**src/rh_desc_pkg.sv**
```systemverilog
package rh_desc_pkg;
  // Register map (byte address of the descriptor word)
  localparam logic [31:0] DESC_FIRST_ADDR     = 32'h9010_1048;
  // Port power control word, commands and mask (block-local)
  localparam logic [31:0] PWR_MASK_ADDR       = 32'h9010_1080;
  localparam logic [31:0] PWR_CMD_ADDR        = 32'h9010_1084;
  localparam logic [31:0] PWR_STATUS_ADDR     = 32'h9010_1088;
  localparam logic [31:0] OC_STATUS_ADDR      = 32'h9010_108C;

  // Field positions in the descriptor word
  localparam int PGOOD_LSB    = 24;
  localparam int PGOOD_MSB    = 31;
  localparam int RSVD_LSB     = 13;
  localparam int RSVD_MSB     = 23;
  localparam int NO_OC_BIT    = 12;
  localparam int OC_MODE_BIT  = 11;
  localparam int TYPE_BIT     = 10;
  localparam int SW_MODE_BIT  = 9;
  localparam int NO_SW_BIT    = 8;
  localparam int PORT_CNT_MSB = 7;

  // Command word bit positions
  localparam int CMD_SET_GLOBAL   = 0;
  localparam int CMD_CLR_GLOBAL   = 1;
  localparam int CMD_PORT_SET_LSB = 16;
  localparam int CMD_PORT_CLR_LSB = 24;

  // Port count and limits
  localparam int          NUM_PORTS       = 4;
  localparam logic [7:0]  PORT_CNT_VALUE  = 8'h04;
  localparam logic [7:0]  PORT_CNT_MIN    = 8'h01;
  localparam logic [7:0]  PORT_CNT_MAX    = 8'h0F;

  // Reset values of the writable fields
  localparam logic [7:0]  PGOOD_RESET     = 8'h01;
  localparam logic        NO_OC_RESET     = 1'b0;
  localparam logic        SW_MODE_RESET   = 1'b1;
  localparam logic        NO_SW_RESET     = 1'b0;
  localparam logic [NUM_PORTS-1:0] MASK_RESET = 4'h0;

  // Power-good unit
  localparam int          PGOOD_UNIT_MS   = 2;

  // AXI responses
  localparam logic [1:0]  RESP_OKAY       = 2'h0;
  localparam logic [1:0]  RESP_SLVERR     = 2'h2;
endpackage : rh_desc_pkg

```
**src/rh_port_power.sv**
```systemverilog
module rh_port_power
  import rh_desc_pkg::*;
(
  input  wire logic                 aclk,
  input  wire logic                 aresetn,
  input  wire logic                 switch_mode,
  input  wire logic                 always_on,
  input  wire logic [NUM_PORTS-1:0] per_port_power_mask,
  input  wire logic                 global_set,
  input  wire logic                 global_clr,
  input  wire logic [NUM_PORTS-1:0] port_set,
  input  wire logic [NUM_PORTS-1:0] port_clr,
  output logic      [NUM_PORTS-1:0] port_power
);
  logic [NUM_PORTS-1:0] next_power;

  always_comb begin
    next_power = port_power;
    for (int i = 0; i < NUM_PORTS; i++) begin
      if (always_on) begin
        next_power[i] = 1'b1;                                    // [RULE10]
      end else if (!switch_mode || !per_port_power_mask[i]) begin
        // Ganged mode, or unmasked port in individual mode
        if (global_set) next_power[i] = 1'b1;                    // [RULE9]
        else if (global_clr) next_power[i] = 1'b0;               // [RULE7]
      end else begin
        if (port_set[i]) next_power[i] = 1'b1;                   // [RULE8]
        else if (port_clr[i]) next_power[i] = 1'b0;              // [RULE8]
      end
    end
  end

  always_ff @(posedge aclk) begin
    if (!aresetn) port_power <= '0;
    else port_power <= next_power;
  end
endmodule : rh_port_power

```
**src/root_hub_descriptor_a.sv**
```systemverilog
// How it works
// RULE1: Software waits power-good field times 2 ms after powering a port.
// RULE2: Reporting mode bit only matters while overcurrent protection is present.
// RULE3: Mode zero reports overcurrent collectively, one reports per port.
// RULE4: Reset reporting mode equals reset power switching mode.
// RULE5: Compound device type bit reads zero always, write ignored.
// RULE6: Switching mode bit matters only while power switching is enabled.
// RULE7: Switching mode zero powers ports together, one individually.
// RULE8: Masked ports in individual mode follow only per-port commands.
// RULE9: Unmasked ports in individual mode follow only global commands.
// RULE10: No-power-switch bit set keeps all ports powered.
// RULE11: Port count reads only, eight bits, between 1 and 15.
// RULE12: Bits 23 to 13 read zero and ignore writes.
//
// The AXI4-Lite interface to the registers was chosen for this implementation.
module root_hub_descriptor_a
  import rh_desc_pkg::*;
(
  input  wire logic                 aclk,
  input  wire logic                 aresetn,
  input  wire logic [31:0]          s_axi_awaddr,
  input  wire logic [2:0]           s_axi_awprot,
  input  wire logic                 s_axi_awvalid,
  output logic                      s_axi_awready,
  input  wire logic [31:0]          s_axi_wdata,
  input  wire logic [3:0]           s_axi_wstrb,
  input  wire logic                 s_axi_wvalid,
  output logic                      s_axi_wready,
  output logic      [1:0]           s_axi_bresp,
  output logic                      s_axi_bvalid,
  input  wire logic                 s_axi_bready,
  input  wire logic [31:0]          s_axi_araddr,
  input  wire logic [2:0]           s_axi_arprot,
  input  wire logic                 s_axi_arvalid,
  output logic                      s_axi_arready,
  output logic      [31:0]          s_axi_rdata,
  output logic      [1:0]           s_axi_rresp,
  output logic                      s_axi_rvalid,
  input  wire logic                 s_axi_rready,
  input  wire logic [NUM_PORTS-1:0] port_overcurrent,
  output logic      [NUM_PORTS-1:0] port_power,
  output logic                      overcurrent_global,
  output logic      [NUM_PORTS-1:0] overcurrent_per_port
);
  logic [7:0]           power_good_delay;
  logic                 no_overcurrent_protect;
  logic                 overcurrent_report_mode;
  logic                 power_switch_mode;
  logic                 no_power_switch;
  logic [NUM_PORTS-1:0] per_port_power_mask;
  logic [31:0]          aw_addr;
  logic [31:0]          w_data;
  logic [3:0]           w_strb;
  logic                 aw_held;
  logic                 w_held;
  logic                 do_write;
  logic                 global_set;
  logic                 global_clr;
  logic [NUM_PORTS-1:0] port_set;
  logic [NUM_PORTS-1:0] port_clr;
  logic [NUM_PORTS-1:0] oc_meta;
  logic [NUM_PORTS-1:0] oc_sync;
  logic [31:0]          next_rdata;
  logic [1:0]           next_rresp;
  logic [31:0]          desc_merged;
  logic                 wr_desc;
  logic                 wr_mask;
  logic                 wr_cmd;
  logic                 aw_known;

  function automatic logic [31:0] merge(input logic [31:0] old_v,
                                        input logic [31:0] new_v,
                                        input logic [3:0]  strb);
    logic [31:0] r;
    r = old_v;
    for (int b = 0; b < 4; b++) begin
      if (strb[b]) r[b*8 +: 8] = new_v[b*8 +: 8];
    end
    return r;
  endfunction : merge

  function automatic logic [31:0] desc_word();
    logic [31:0] r;
    r = '0;                                                      // [RULE12]
    r[PGOOD_MSB:PGOOD_LSB] = power_good_delay;                   // [RULE1]
    r[NO_OC_BIT]           = no_overcurrent_protect;
    r[OC_MODE_BIT]         = overcurrent_report_mode;
    r[TYPE_BIT]            = 1'b0;                               // [RULE5]
    r[SW_MODE_BIT]         = power_switch_mode;
    r[NO_SW_BIT]           = no_power_switch;
    r[PORT_CNT_MSB:0]      = PORT_CNT_VALUE;                     // [RULE11]
    return r;
  endfunction : desc_word

  // Word decode only; byte lanes come from the strobes
  function automatic logic word_hit(input logic [31:0] addr,
                                    input logic [31:0] base);
    return addr[31:2] == base[31:2];
  endfunction : word_hit

  function automatic logic known_addr(input logic [31:0] addr);
    return word_hit(addr, DESC_FIRST_ADDR)
           || word_hit(addr, PWR_MASK_ADDR)
           || word_hit(addr, PWR_CMD_ADDR)
           || word_hit(addr, PWR_STATUS_ADDR)
           || word_hit(addr, OC_STATUS_ADDR);
  endfunction : known_addr

  // Write address and data are taken independently, in either order
  always_ff @(posedge aclk) begin
    if (!aresetn) begin
      aw_held <= 1'b0;
    end else if (s_axi_awvalid && s_axi_awready) begin
      aw_held <= 1'b1;
    end else if (do_write) begin
      aw_held <= 1'b0;
    end
  end

  always_ff @(posedge aclk) begin
    if (!aresetn) begin
      aw_addr <= '0;
    end else if (s_axi_awvalid && s_axi_awready) begin
      aw_addr <= s_axi_awaddr;
    end
  end

  always_ff @(posedge aclk) begin
    if (!aresetn) begin
      w_held <= 1'b0;
    end else if (s_axi_wvalid && s_axi_wready) begin
      w_held <= 1'b1;
    end else if (do_write) begin
      w_held <= 1'b0;
    end
  end

  always_ff @(posedge aclk) begin
    if (!aresetn) begin
      w_data <= '0;
      w_strb <= '0;
    end else if (s_axi_wvalid && s_axi_wready) begin
      w_data <= s_axi_wdata;
      w_strb <= s_axi_wstrb;
    end
  end

  // A channel stays closed while its item waits or the answer is out
  always_ff @(posedge aclk) begin
    if (!aresetn) begin
      s_axi_awready <= 1'b0;
    end else begin
      s_axi_awready <= !aw_held && !(s_axi_awvalid && s_axi_awready)
                       && !s_axi_bvalid;
    end
  end

  always_ff @(posedge aclk) begin
    if (!aresetn) begin
      s_axi_wready <= 1'b0;
    end else begin
      s_axi_wready <= !w_held && !(s_axi_wvalid && s_axi_wready)
                      && !s_axi_bvalid;
    end
  end

  assign do_write = aw_held && w_held && !s_axi_bvalid;
  assign wr_desc  = do_write && word_hit(aw_addr, DESC_FIRST_ADDR);
  assign wr_mask  = do_write && word_hit(aw_addr, PWR_MASK_ADDR);
  assign wr_cmd   = do_write && word_hit(aw_addr, PWR_CMD_ADDR);
  assign aw_known = known_addr(aw_addr);

  // The answer gates do_write, so set and bready never meet
  always_ff @(posedge aclk) begin
    if (!aresetn) begin
      s_axi_bvalid <= 1'b0;
    end else if (do_write) begin
      s_axi_bvalid <= 1'b1;
    end else if (s_axi_bready) begin
      s_axi_bvalid <= 1'b0;
    end
  end

  // Unmapped words answer with an error and change nothing
  always_ff @(posedge aclk) begin
    if (!aresetn) begin
      s_axi_bresp <= RESP_OKAY;
    end else if (do_write) begin
      s_axi_bresp <= aw_known ? RESP_OKAY : RESP_SLVERR;
    end
  end

  // Reserved, type and port count are constants, so never stored
  always_comb begin
    desc_merged = merge(desc_word(), w_data, w_strb);
  end

  always_ff @(posedge aclk) begin
    if (!aresetn) begin
      power_good_delay <= PGOOD_RESET;
    end else if (wr_desc) begin
      power_good_delay <= desc_merged[PGOOD_MSB:PGOOD_LSB];
    end
  end

  always_ff @(posedge aclk) begin
    if (!aresetn) begin
      no_overcurrent_protect <= NO_OC_RESET;
    end else if (wr_desc) begin
      no_overcurrent_protect <= desc_merged[NO_OC_BIT];
    end
  end

  // Reporting mode starts equal to the switching mode
  always_ff @(posedge aclk) begin
    if (!aresetn) begin
      overcurrent_report_mode <= SW_MODE_RESET;                  // [RULE4]
    end else if (wr_desc) begin
      overcurrent_report_mode <= desc_merged[OC_MODE_BIT];
    end
  end

  always_ff @(posedge aclk) begin
    if (!aresetn) begin
      power_switch_mode <= SW_MODE_RESET;
    end else if (wr_desc) begin
      power_switch_mode <= desc_merged[SW_MODE_BIT];
    end
  end

  always_ff @(posedge aclk) begin
    if (!aresetn) begin
      no_power_switch <= NO_SW_RESET;
    end else if (wr_desc) begin
      no_power_switch <= desc_merged[NO_SW_BIT];
    end
  end

  // Only the low byte lane carries mask bits
  always_ff @(posedge aclk) begin
    if (!aresetn) begin
      per_port_power_mask <= MASK_RESET;
    end else if (wr_mask && w_strb[0]) begin
      per_port_power_mask <= w_data[NUM_PORTS-1:0];
    end
  end

  // Command strobes last one cycle; port set bits at 16+i, clear at 24+i
  always_comb begin
    global_set = wr_cmd && w_strb[0] && w_data[CMD_SET_GLOBAL];
    global_clr = wr_cmd && w_strb[0] && w_data[CMD_CLR_GLOBAL];
    port_set   = '0;
    port_clr   = '0;
    if (wr_cmd && w_strb[2]) begin
      port_set = w_data[CMD_PORT_SET_LSB +: NUM_PORTS];
    end
    if (wr_cmd && w_strb[3]) begin
      port_clr = w_data[CMD_PORT_CLR_LSB +: NUM_PORTS];
    end
  end

  // Honour the switching mode only while switching exists
  rh_port_power u_power (
    .aclk                (aclk),
    .aresetn             (aresetn),
    .switch_mode         (power_switch_mode && !no_power_switch), // [RULE6]
    .always_on           (no_power_switch),                       // [RULE10]
    .per_port_power_mask (per_port_power_mask),
    .global_set          (global_set),
    .global_clr          (global_clr),
    .port_set            (port_set),
    .port_clr            (port_clr),
    .port_power          (port_power)
  );

  // Overcurrent pins are asynchronous
  always_ff @(posedge aclk) begin
    if (!aresetn) begin
      oc_meta <= '0;
      oc_sync <= '0;
    end else begin
      oc_meta <= port_overcurrent;
      oc_sync <= oc_meta;
    end
  end

  // Without protection neither overcurrent output reports, whatever the mode bit says
  always_ff @(posedge aclk) begin
    if (!aresetn) begin
      overcurrent_global <= 1'b0;
    end else if (no_overcurrent_protect || overcurrent_report_mode) begin
      overcurrent_global <= 1'b0;                                // [RULE2]
    end else begin
      overcurrent_global <= |oc_sync;                            // [RULE3]
    end
  end

  always_ff @(posedge aclk) begin
    if (!aresetn) begin
      overcurrent_per_port <= '0;
    end else if (no_overcurrent_protect || !overcurrent_report_mode) begin
      overcurrent_per_port <= '0;                                // [RULE2]
    end else begin
      overcurrent_per_port <= oc_sync;                           // [RULE3]
    end
  end

  always_comb begin
    next_rresp = RESP_OKAY;
    case (s_axi_araddr[31:2])
      DESC_FIRST_ADDR[31:2]: next_rdata = desc_word();
      PWR_MASK_ADDR[31:2]:   next_rdata = {28'h0, per_port_power_mask};
      PWR_CMD_ADDR[31:2]:    next_rdata = '0;
      PWR_STATUS_ADDR[31:2]: next_rdata = {28'h0, port_power};
      OC_STATUS_ADDR[31:2]:  next_rdata = {28'h0, oc_sync};
      default: begin
        next_rdata = '0;
        next_rresp = RESP_SLVERR;
      end
    endcase
  end

  // Address and answer alternate, so a read never overtakes its answer
  always_ff @(posedge aclk) begin
    if (!aresetn) begin
      s_axi_arready <= 1'b0;
    end else begin
      s_axi_arready <= !s_axi_rvalid && !s_axi_arready;
    end
  end

  always_ff @(posedge aclk) begin
    if (!aresetn) begin
      s_axi_rvalid <= 1'b0;
    end else if (s_axi_arvalid && s_axi_arready) begin
      s_axi_rvalid <= 1'b1;
    end else if (s_axi_rready) begin
      s_axi_rvalid <= 1'b0;
    end
  end

  always_ff @(posedge aclk) begin
    if (!aresetn) begin
      s_axi_rdata <= '0;
      s_axi_rresp <= RESP_OKAY;
    end else if (s_axi_arvalid && s_axi_arready) begin
      s_axi_rdata <= next_rdata;
      s_axi_rresp <= next_rresp;
    end
  end
endmodule : root_hub_descriptor_a

```
**config.mk**
```make
export PLATFORM = sky130hd
export DESIGN_NAME = root_hub_descriptor_a
export DESIGN_NICKNAME = d
export VERILOG_FILES = /design/src/rh_desc_pkg.sv /design/src/rh_port_power.sv /design/src/root_hub_descriptor_a.sv
export SDC_FILE = /design/constraint.sdc
export NUM_CORES = 1
export LEC_CHECK = 0
export BUFFER_PORTS_ARGS = -buffer_cell sky130_fd_sc_hd__buf_2
export CORE_UTILIZATION = 35
export CTS_BUF_LIST = sky130_fd_sc_hd__clkbuf_16
export CTS_CLUSTER_DIAMETER = 100
export CTS_CLUSTER_SIZE = 8
export DETAILED_ROUTE_END_ITERATION = 16
export PLACE_DENSITY = 0.64
export SETUP_SLACK_MARGIN = 0.2
export SLEW_MARGIN = 20
export SYNTH_ARGS = -nofsm -noshare
export SYNTH_HDL_FRONTEND = slang
export SYNTH_HIERARCHICAL = 1
export SYNTH_SLANG_ARGS = --single-unit
```
**constraint.sdc**
```tcl
create_clock -name aclk -period 6.4 [get_ports aclk]
set_clock_uncertainty 0.2 [all_clocks]
set_input_delay 0.96 -clock aclk [delete_from_list [all_inputs] [get_ports aclk]]
set_output_delay 0.96 -clock aclk [all_outputs]
set_load 0.05 [all_outputs]
```
# Word level (Yosys, flattened, before mapping)
# Cells that the tools add are included.
[classes]
n_eq_ne = 14
mux = 30
bitwise_logic = 1
reduce_logical = 62
[op_table]
columns = ["cell", "n"]
rows = [
  ["30-bit equality test (second input constant)", 10],
  ["32-bit case mux with 4 select lines", 1],
  ["1-bit two-way mux", 25],
  ["1-bit logical AND", 20],
  ["4-bit != test (second input constant)", 4],
  ["4-bit nonzero test", 4],
  ["1-bit logical NOT", 14],
  ["2-bit AND reduction", 6],
  ["1-bit logical OR", 10],
  ["4-bit two-way mux", 2],
  ["2-bit nonzero test", 4],
  ["5-bit OR reduction", 1],
  ["2-bit two-way mux", 2],
  ["2-bit OR reduction", 2],
  ["4-bit OR reduction", 1],
  ["1-bit inverter", 1],
]
[word_totals]
regBits = 144
input_bits = 117
output_inout_bits = 50

# Logic depth before layout (Yosys ltp)
# Gate-level depths: netlist of the first run.
[logic_depth]
word_depth = 9
depth_mapped = 8
mapped_depth_nobuf = 7

# Modules after synthesis
# Netlist of the first run, hierarchy kept.
[by_module_without_submodules]
columns = ["mod", "instances", "cells_per_inst", "area_each_um2"]
rows = [
  ["root_hub_descriptor_a", 1, 511, 4636.9],
  ["rh_port_power", 1, 27, 215.2],
]

# Worst setup path before layout of the first run
# Ideal clock, no wire load.
[synth_path]
kind = "input port to flip-flop"
start = "input s_axi_araddr[9]"
end = "register s_axi_rdata[12]"
setup_ns = 0.085
arrival_time_ns = 2.310
setup_slack_ns = 3.805
stages = 5
path_buffers = 1
cell_sequence = "nor4_2 > nand4_2 > or4_4 > buf_6 > o31ai_2"
[synth_via]
elab_chain_cells = 2
[synth_lines]
columns = ["element", "line", "text"]
rows = [
  ["start: declaration", "root_hub_descriptor_a.sv:32", "input wire logic [31:0] s_axi_araddr,"],
  ["30-bit equality test", "root_hub_descriptor_a.sv:310", "case (s_axi_araddr[31:2])"],
  ["32-bit case mux with 4 select lines (*)", "root_hub_descriptor_a.sv:310", ""],
  ["end signal: assignment", "root_hub_descriptor_a.sv:347", "s_axi_rdata <= next_rdata;"],
  ["end: declaration", "root_hub_descriptor_a.sv:36", "output logic [31:0] s_axi_rdata,"],
]
# Mark *: on every way between the ends. The rest lies on a longest branch, timed or not.
# A chain may end at the register's enable or synchronous reset.

# Final worst setup path of the first run
[layout_path]
start = "register aw_addr[25]"
end = "register u_power.port_power[0]"
[layout_lines]
columns = ["element", "line", "text"]
rows = [
  ["start: declaration", "root_hub_descriptor_a.sv:51", "logic [31:0] aw_addr;"],
  ["start signal: assignment", "root_hub_descriptor_a.sv:124", "aw_addr <= s_axi_awaddr;"],
  ["30-bit equality test", "root_hub_descriptor_a.sv:98", "return addr[31:2] == base[31:2];"],
  ["1-bit logical AND", "root_hub_descriptor_a.sv:170", "assign wr_cmd = do_write && word_hit(aw_addr, PWR_CMD_ADDR);"],
  ["1-bit logical AND", "root_hub_descriptor_a.sv:257", "if (wr_cmd && w_strb[3]) begin"],
  ["4-bit two-way mux", "root_hub_descriptor_a.sv:257", ""],
  ["net port_clr[0]", "root_hub_descriptor_a.sv:60", "logic [NUM_PORTS-1:0] port_clr;"],
  ["4-bit nonzero test (no line)", "--", ""],
  ["2-bit AND reduction (no line)", "--", ""],
  ["end signal: assignment", "rh_port_power.sv:35", "else port_power <= next_power;"],
  ["end: declaration", "rh_port_power.sv:13", "output logic [NUM_PORTS-1:0] port_power"],
]
# The timed path passes the listed nets, and every way through them passes these cells.

==> results.toml, run 1 <==
[run_status]
status = "finished clean"

[worst_setup_path]
worstPathRequired_ns = 6.42
rr_worst_depth = 7
cp-start-kind = "flip-flop"
cp-end-kind = "flip-flop"
rrSetupSlack_ns = 3.78
worst-setup-path-type = "flip-flop to flip-flop"
cp_data_arrival_time_ns = 2.65
worst-path-max-fanout = 11

[global_routing]
gr-total-overflow = 0
antenna_found_initial = 1
grt_pass1_vias = 3713
grt_max_degree = 125
grt_pass1_wl_microns = 17520
track_usage_pct = 15.40

[floorplan]
dieArea_sq_mm = 0.01434
coreArea_sq_mm = 0.01340
die_x_microns = 119.7
floorplan.io_pins = 167
die_h_microns = 119.7
start_util_pct = 36.21
num_rows = 42

[sta]
worstMarginPinSlew_ns = 1.067
fmax_ghz = 0.3810
hold_viol = 0
period_needed_ns = 2.625
rsz0062_at_grt = "no"
drv_slew = 0
finalCritPeriodShare_pct = 41.01
setup_viol = 0
slew-limit-headroom_pct = 28.90
tns_ns = 0

[run]
max-cap-violations = 0

[place]
place_inst = 807
dp_hpwl_microns = 7695
port-buffer-count = 126
place_area_sq_mm = 0.005505
place_congestion = 0.7762

[cts]
cts_buffer_depth = 2
numClockSinks = 112
cts_tree = "done"
clk_pin_slew_worst_paths_ns = 0.07
cts-htree-levels = 3
cts_buffers = 9
post-cts-setup-buffer-count = 0
root_buffer = "clkbuf_16"
clk_latency_ns = 0.35
cts_hold_buf = 0
cts_resized = 0

[synthesis]
synth.area.mux_share_pct = 4.126
netlist_area_sq_mm = 0.004852
yosysWarnings = 6
synthXorXnorAreaFrac_pct = 0
synth_top_family_by_area = "simple AND/OR/NAND/NOR gates"
avgSynthCellArea_sq_um = 9.019
netlist_instances = 538
synth_compound_area_share_pct = 15.88
synth.most_common_cell = "nand2_1"
ys_seq_area_share_pct = 46.21
yosys.area_share.simple_pct = 27.33
synth_area_leaders = "dfxtp_1 (46%), nand2_1 (11%), a21boi_0 (8.8%)"
synth_common_cells = "nand2_1 (148), dfxtp_1 (112), a21boi_0 (57)"
synthAdderAreaFrac_pct = 0
yosys.area.top_type = "dfxtp_1"
ys_ff_latch = 112
synth.distinct_cells = 48
synth_top_area_share_pct = 46.21
async_flop_share_pct = 0
synth_ff_type = "dfxtp_1"
synth_edf_count = 0

[routing]
routed_wl_microns = 10600
vias = 3926
routed.top_layer = "met5"
ant_nets = 0
viasPerCell = 4.770
wl_met1_microns = 4685
wl_met2_microns = 4832
drt_first_pass_iters = 4
dr_wl_met3_microns = 897
drtIter0Drc = 193
wl_per_cell_microns = 12.88
drc = 0

[pwr]
powerDensity_mw_per_mm2 = 254.1
seqPwrFrac_pct = 49.7
p_sw_share_pct = 24.65
power.share.clock_pct = 40.4
combPwrFrac_pct = 9.9
switchingPower_mw = 0.3650
p_int_mw = 1.116
p_leak_nw = 2.329
vdd_drop_max_mv = 0.1877

[layout]
fillers = 1333
stdcell_count = 823
fin_nets = 759
diodes = 0
drive_above_1_share_pct = 25.66
regArea_sq_mm = 0.002242
final_area_sq_mm = 0.005826
area_growth_pct = 20.06
multi_input_area_sq_mm = 0.002365

[min_path]
hold_depth = 1
hold_class = "flip-flop to flip-flop"
## power by group through the flow
| stage | Clock (mW) | Sequential [mW] | Combinational, mW |
|---|---|---|---|
| floorplan | 0 | 0.760 | 0.0992 |
| global route | 0.648 | 0.738 | 0.163 |
| finish | 0.598 | 0.736 | 0.147 |
| CTS | 0.617 | 0.736 | 0.149 |
| global placement | 0 | 0.751 | 0.146 |
| detailed placement | 0 | 0.752 | 0.148 |
## placed cells by master (no fill, tap or decap), drive strengths merged, types with 2 or more instances in the layout
| cell type | count |
|---|---|
| o41ai | 4 |
| o21ai | 8 |
| mux2i | 20 |
| and3b | 2 |
| or2 | 2 |
| nor2 | 5 |
| a21oi | 6 |
| a21boi | 57 |
| nor3 | 2 |
| nor4 | 10 |
| nand4 | 4 |
| and4 | 10 |
| bufinv | 2 |
| a211oi | 4 |
| clkinv | 4 |
| inv | 13 |
| nand2b | 4 |
| clkbuf | 9 |
| nand3b | 2 |
| and2 | 19 |
| o31ai | 9 |
| nor2b | 9 |
| a2bb2oi | 4 |
| buf | 126 |
| nand2 | 148 |
| dfxtp | 112 |
| nand3 | 17 |
| conb | 18 |
| nor4b | 5 |
| a2111oi | 4 |
## cell families (layout without fill, tap and decap cells)
logic type / after synthesis / count (layout)
other: 1 / 18
buffers and inverters: 62 / 154
multiplexers: 20 / 20
flip-flops: 112 / 112
AO/OA/AOI/OAI: 100 / 100
AND/OR/NAND/NOR: 243 / 243
## cell type report
type,instances,area share [%]
clock buffers,9,3.866
clock inverters,7,1.632
multi-input cells,381,40.59
repair buffers,126,10.87
well taps,176,3.780
flip-flops and latches,112,38.49
inverters,12,0.7732
## registers in the layout, summed over array words and instances, names as in the netlist
name / count
aw_addr: 30
w_data: 20
s_axi_rdata: 16
power_good_delay: 8
oc_meta: 4
oc_sync: 4
overcurrent_per_port: 4
per_port_power_mask: 4
u_power/port_power: 4
w_strb: 4
aw_held: 1
no_overcurrent_protect: 1
no_power_switch: 1
overcurrent_global: 1
overcurrent_report_mode: 1
power_switch_mode: 1
s_axi_arready: 1
s_axi_awready: 1
s_axi_bresp: 1
s_axi_bvalid: 1
s_axi_rresp: 1
s_axi_rvalid: 1
s_axi_wready: 1
w_held: 1
## worst max-delay path: stages (launching register included)
cell,delay [ns]
dfxtp_1,0.32
nor4b_2,0.32
nand4_2,0.28
nor2_1,0.53
and4_1,0.29
inv_1,0.05
a2111oi_1,0.41
a211oi_1,0.10
## through the flow
stage	setup WS [ns]	utilization [%]	hold slack, ns	power [mW]
6_report	3.775	43.47	0.2340	1.481
3_3_place_gp	3.587	41.08	0.2211	0.8961
2_1_floorplan	3.805	-	0.2119	0.8595
5_1_grt	3.590	43.47	0.2564	1.548
4_1_cts	3.795	43.47	0.2392	1.502
3_5_place_dp	3.540	41.08	0.2227	0.9000
## per-layer routing
metal | GRT usage (%) | vias up
met2 | 25.36 | 123
met4 | 5.000 | 2
met1 | 18.14 | 1775
li1 | - | 2013
met5 | 0 | -
met3 | 6.226 | 13
## worst paths after layout
path / from / end
max: aw_addr[25] / u_power/port_power[0]
min: oc_meta[2] / oc_sync[2]
max reg2reg: aw_addr[25] / u_power/port_power[0]
min reg2reg: oc_meta[2] / oc_sync[2]
No activity file was read; power rests on OpenSTA's default activity.
==> run 2: changes to the inputs <==
--- a/config.mk
+++ b/config.mk
@@ -11,7 +11,7 @@
 export CTS_CLUSTER_DIAMETER = 100
 export CTS_CLUSTER_SIZE = 8
 export DETAILED_ROUTE_END_ITERATION = 16
-export PLACE_DENSITY = 0.64
+export PLACE_DENSITY = 0.66
 export SETUP_SLACK_MARGIN = 0.2
 export SLEW_MARGIN = 20
 export SYNTH_ARGS = -nofsm -noshare
==> constraint.sdc (replaced) <==
create_clock -name aclk -period 2.4 [get_ports aclk]
set_clock_uncertainty 0.2 [all_clocks]
set_input_delay 0.36 -clock aclk [delete_from_list [all_inputs] [get_ports aclk]]
set_output_delay 0.36 -clock aclk [all_outputs]
set_load 0.05 [all_outputs]
==> run 2 against run 1 <==
Net effect:
- clock power up 130%
- register-to-register slack worse by 3.5 ns
- hold slack worse by 0.21 ns
- fmax up 25%
- first-iteration DRC count up 6.2%
- utilization up 0.57 points
- final area up 1.3%
- sequential power rose to 2.7 times the previous value
- final cell count up 1.8%
==> results.toml, run 2 (synthesized netlist as in run 1, its figures left out) <==
[run_status]
status = "finished clean"

[sta]
slew-limit-headroom_pct = 65.99
tns_ns = 0
worstMarginPinSlew_ns = 0.5064
finalCritPeriodShare_pct = 87.37
holdWs_ns = 0.02001
drv_slew = 0
rsz0062_at_grt = "no"
fmax_ghz = 0.4769
finalWorstSetupSlack_ns = 0.3032
hold_viol = 0
period_needed_ns = 2.097
setup_viol = 0

[layout]
final_cell_mix = "nand2_1 (148), buf_2 (125), dfxtp_1 (111)"
multi_input_area_sq_mm = 0.002376
stdcell_count = 838
fin_util_pct = 44.04
largest_reg_flops = 30
drive_above_1_share_pct = 27.53
final_common_cell = "nand2_1"
top_register = "aw_addr"
fin_nets = 773
biggestRegsByFlops = "aw_addr: 30 flops, w_data: 20 flops, s_axi_rdata: 16 flops"
regArea_sq_mm = 0.002243
fillers = 1343
final_area_sq_mm = 0.005902
area_growth_pct = 21.63

[cts]
cts_buffer_depth = 2
cts-htree-levels = 3
root_buffer = "clkbuf_16"
numClockSinks = 112
clk_latency_ns = 0.35
cts_hold_buf = 0
cts_buffers = 9
cts_tree = "done"
clk_pin_slew_worst_paths_ns = 0.07

[global_routing]
grt_pass1_vias = 3833
use_met1_pct = 18.92
track_usage_pct = 15.82
antenna_found_initial = 1
grt_pass1_wl_microns = 18070
grtUsageMet2_pct = 26.73
grt_max_degree = 52
gr-total-overflow = 0
grt_use_met3_pct = 5.608
top_usage_layer = "met2"

[routing]
vias = 3971
wl_per_cell_microns = 12.82
drt_first_pass_iters = 4
routed_wl_microns = 10750
drtIter0Drc = 205
drc = 0
ant_nets = 0
viasPerCell = 4.739

[pwr]
power_mw = 3.717
powerDensity_mw_per_mm2 = 629.7
p_leak_nw = 2.373
vdd_drop_max_mv = 0.4043

[floorplan]
start_util_pct = 36.21
die_x_microns = 119.7
dieArea_sq_mm = 0.01434
floorplan.io_pins = 167
num_rows = 42
coreArea_sq_mm = 0.01340
die_h_microns = 119.7

[run]
max-cap-violations = 0

[place]
port-buffer-count = 126
place_area_sq_mm = 0.005624
place_congestion = 0.8146
dp_hpwl_microns = 8096
place_ws_ns = 0.2125
place_inst = 821

[min_path]
hold_class = "input port to flip-flop"
hold_depth = 2

[worst_setup_path]
cp_data_arrival_time_ns = 2.12
rr_worst_depth = 7
cp-end-kind = "flip-flop"
worstPathRequired_ns = 2.42
worst-setup-path-type = "flip-flop to flip-flop"
worst-path-max-fanout = 5
cp-start-kind = "flip-flop"
run 2: cell types whose count changed in the layout (fill, tap and decap cells not counted), moves of 2 or more:
cell | previous run | this run
bufinv_16 | 2 | 0
buf_4 | 1 | 14
clkinv_2 | 1 | 3
nor2_1 | 5 | 3
run 2: power breakdown:
part	internal, mW	switching (mW)	leakage, nW
combinational	0.147	0.256	1.33
clock	0.693	0.659	0.130
sequential	1.92	0.0411	0.911
total	2.76	0.955	2.37
run 2: cell type report:
cell class	count	share of cell area, %
diodes	1	0.04240
clock buffers	9	3.816
clock inverters	7	0.6572
inverters	12	0.7632
multi-input cells	381	40.26
flip-flops and latches	112	38.01
well taps	176	3.731
repair buffers	140	12.72
run 2: metal layers:
metal	share of wire (%)	vias to the layer above
li1	-	2035
met3	7.6	8
met2	46	121
met4	0.78	0
met5	0	-
met1	45	1807
run 2: final timing paths:
path,startpoint,end,slack [ns]
worst min register to register,oc_meta[1],oc_sync[1],0.23
worst max-delay path,aw_addr[4],u_power/port_power[1],0.30
worst max register to register,aw_addr[4],u_power/port_power[1],0.30
worst min-delay path,port_overcurrent[0],oc_meta[0],0.02
run 2: timing repair:
action | 4_1_cts | 5_1_grt
setup endpoints to repair | 0 | 4
setup buffers | 0 | 0
gates resized for setup | 0 | 4
run 2: critical path, stage by stage, from the launching register on:
cell	delay, ns
dfxtp_1	0.34
nor4_4	0.35
nand4_4	0.16
nor2_4	0.17
and4_1	0.20
inv_1	0.05
a2111oi_1	0.40
a211oi_1	0.10
==> run 3: changes to the inputs <==
--- a/config.mk
+++ b/config.mk
@@ -11,10 +11,9 @@
 export CTS_CLUSTER_DIAMETER = 100
 export CTS_CLUSTER_SIZE = 8
 export DETAILED_ROUTE_END_ITERATION = 16
-export PLACE_DENSITY = 0.66
+export PLACE_DENSITY = 0.67
 export SETUP_SLACK_MARGIN = 0.2
 export SLEW_MARGIN = 20
 export SYNTH_ARGS = -nofsm -noshare
 export SYNTH_HDL_FRONTEND = slang
-export SYNTH_HIERARCHICAL = 1
 export SYNTH_SLANG_ARGS = --single-unit
==> constraint.sdc (replaced) <==
create_clock -name aclk -period 1.8 [get_ports aclk]
set_clock_uncertainty 0.2 [all_clocks]
set_input_delay 0.27 -clock aclk [delete_from_list [all_inputs] [get_ports aclk]]
set_output_delay 0.27 -clock aclk [all_outputs]
set_load 0.05 [all_outputs]
==> run 3 against run 2 <==
Net effect:
- the run now ends with negative setup slack left
- combinational power grew 63%
- fmax grew 5.5%
- critical path type unchanged
- wire length grew 12%
- power grew 39%
- clock power grew 40%
- final cell count grew 5.3%
- count of clock-buffer cells in the layout is the same
==> results.toml, run 3 <==
[pwr]
p_leak_nw = 2.603
power_mw = 5.170
powerDensity_mw_per_mm2 = 797.1
vdd_drop_max_mv = 0.5392

[worst_setup_path]
worst-path-max-fanout = 8
rrSetupSlack_ns = -0.19
r2r_start = "aw_addr[16]"
crit_path_end = "power_good_delay[5]"
cp-startpoint = "aw_addr[16]"
slowest_delay_ns = 0.37
cp_data_arrival_time_ns = 2.02
path_cells = "nor4b_4, nand4_4, nor4_4, buf_12, mux2i_1, nor2_1"
rr_worst_depth = 6
cp-start-kind = "flip-flop"
worstPathRequired_ns = 1.84
worst-setup-path-type = "flip-flop to flip-flop"
crit_slowest_cell = "nor4_4"
r2r-end = "power_good_delay[5]"
cp-end-kind = "flip-flop"

[synthesis]
netlist_area_sq_mm = 0.004487
yosys.area.top_type = "dfxtp_1"
avgSynthCellArea_sq_um = 8.763
synth_top_area_share_pct = 49.97
synth_ff_type = "dfxtp_1"
synth_common_cells = "nand2_1 (125), dfxtp_1 (112), a21oi_1 (66)"
netlist_instances = 512
async_flop_share_pct = 0
ys_ff_latch = 112
synth.distinct_cells = 38
synth_area_leaders = "dfxtp_1 (50%), nand2_1 (10%), a21oi_1 (7.4%)"
yosysWarnings = 0
synth.most_common_cell = "nand2_1"
ys_seq_area_share_pct = 49.97
synth_edf_count = 0

[layout]
top_register = "aw_addr"
largest_reg_flops = 30
final_area_sq_mm = 0.006486
biggestRegsByFlops = "aw_addr: 30 flops, w_data: 20 flops, s_axi_rdata: 16 flops"
drive_above_1_share_pct = 29.97
final_cell_mix = "buf_2 (124), nand2_1 (123), dfxtp_1 (103)"
final_common_cell = "buf_2"
diodes = 0
area_growth_pct = 44.56
fin_nets = 826

[cts]
root_buffer = "clkbuf_16"
cts-htree-levels = 3
numClockSinks = 112
cts_buffer_depth = 2
cts_buffers = 9
clk_pin_slew_worst_paths_ns = 0.08
clk_latency_ns = 0.35
cts_tree = "done"

[global_routing]
track_usage_pct = 18.39
antenna_found_initial = 0
grt_pass1_vias = 4183
grt_pass1_wl_microns = 18940
grt_max_degree = 61
gr-total-overflow = 0

[routing]
drtIter0Drc = 197
drt_first_pass_iters = 4
drc = 0
ant_nets = 0
routed_wl_microns = 12010
wl_per_cell_microns = 13.62
viasPerCell = 4.796
vias = 4230

[sta]
rsz0062_at_grt = "yes"
finalWorstSetupSlack_ns = -0.1876
drv_slew = 0
tns_ns = -3.077
fmax_ghz = 0.5031
period_needed_ns = 1.988
setup_viol = 20
hold_viol = 0
finalCritPeriodShare_pct = 110.4

[run]
max-cap-violations = 0

[floorplan]
coreArea_sq_mm = 0.01226
dieArea_sq_mm = 0.01328
start_util_pct = 36.59
die_x_microns = 115.2
num_rows = 40
floorplan.io_pins = 167
die_h_microns = 115.2

[run_status]
status = "finished, violations left"
violations = "negative setup slack"

[place]
port-buffer-count = 126
place_congestion = 0.8244
place_area_sq_mm = 0.005429
dp_hpwl_microns = 8151

[min_path]
hold_class = "input port to flip-flop"
## run 3: critical path: cells and delay by family (launching register included)
| kind | cells | cell delay, ns |
|---|---|---|
| multiplexers | 1 | 0.18 |
| buffers and inverters | 1 | 0.18 |
| AND/OR/NAND/NOR | 4 | 0.98 |
| flip-flops | 1 | 0.34 |
## run 3: routing by layer
| layer | vias to the layer above | part of all wire [%] | track usage (%) |
|---|---|---|---|
| met5 | - | 0 | 0 |
| met4 | 0 | 1.6 | 7.186 |
| met3 | 16 | 6.8 | 4.533 |
| met2 | 162 | 49 | 33.01 |
| met1 | 1933 | 43 | 20.94 |
| li1 | 2119 | - | - |
## run 3: area by class of cell
| type | instances | area [sq um] |
|---|---|---|
| inverter | 5 | 18.77 |
| timing repair buffer | 217 | 1514 |
| clock buffer | 9 | 225.2 |
| tap | 168 | 210.2 |
| sequential | 112 | 2256 |
| clock inverter | 7 | 56.30 |
| fill | 1114 | 5776 |
| multi-input combinational | 364 | 2206 |
## run 3: kinds of logic (layout without fill, tap and decap cells)
kind of cell	after synthesis	count (layout)	share of synthesized area, %
flip-flops	112	112	49.97
AO/OA/AOI/OAI	103	103	13.61
AND/OR/NAND/NOR	223	223	25.85
buffers and inverters	53	238	6.023
multiplexers	20	20	4.462
other	1	18	0.08358
## run 3: metrics by stage
stage	std cells	hold slack, ns	worst slack [ns]	util [%]
4_1_cts	878	0.01085	-0.2123	51.55
6_report	882	0.01737	-0.1876	52.90
3_3_place_gp	802	0.2170	-0.2131	44.28
2_1_floorplan	529	0.1917	-0.2055	-
3_5_place_dp	802	0.2197	-0.2395	44.28
5_1_grt	882	0.04351	-0.2763	52.90
## run 3: repair_timing
item,CTS,global route
setup endpoints to repair,20,27
pin swaps,16,13
cloned,0,1
buffers inserted,0,3
hold buffers,60,0
gates resized for setup,2,27
endpoints found under the hold margin,60,0
## run 3: where the power goes
part	internal, mW	leakage [nW]	total, mW	switching, mW
logic	0.285	1.56	0.658	0.373
clock network	0.954	0.132	1.89	0.935
registers	2.56	0.915	2.62	0.0621
## run 3: how the worst min path moves through the flow
stage          slack, ns  startpoint               to  cells after the start
2_1_floorplan       0.19     aresetn       oc_sync[0]                      1
3_3_place_gp        0.22  oc_meta[0]       oc_sync[0]                      1
3_5_place_dp        0.22  oc_meta[3]       oc_sync[3]                      1
4_1_cts             0.01     aresetn  s_axi_rdata[11]                      3
5_1_grt             0.04     aresetn  s_axi_rdata[11]                      3
6_report            0.02     aresetn  s_axi_rdata[11]                      3
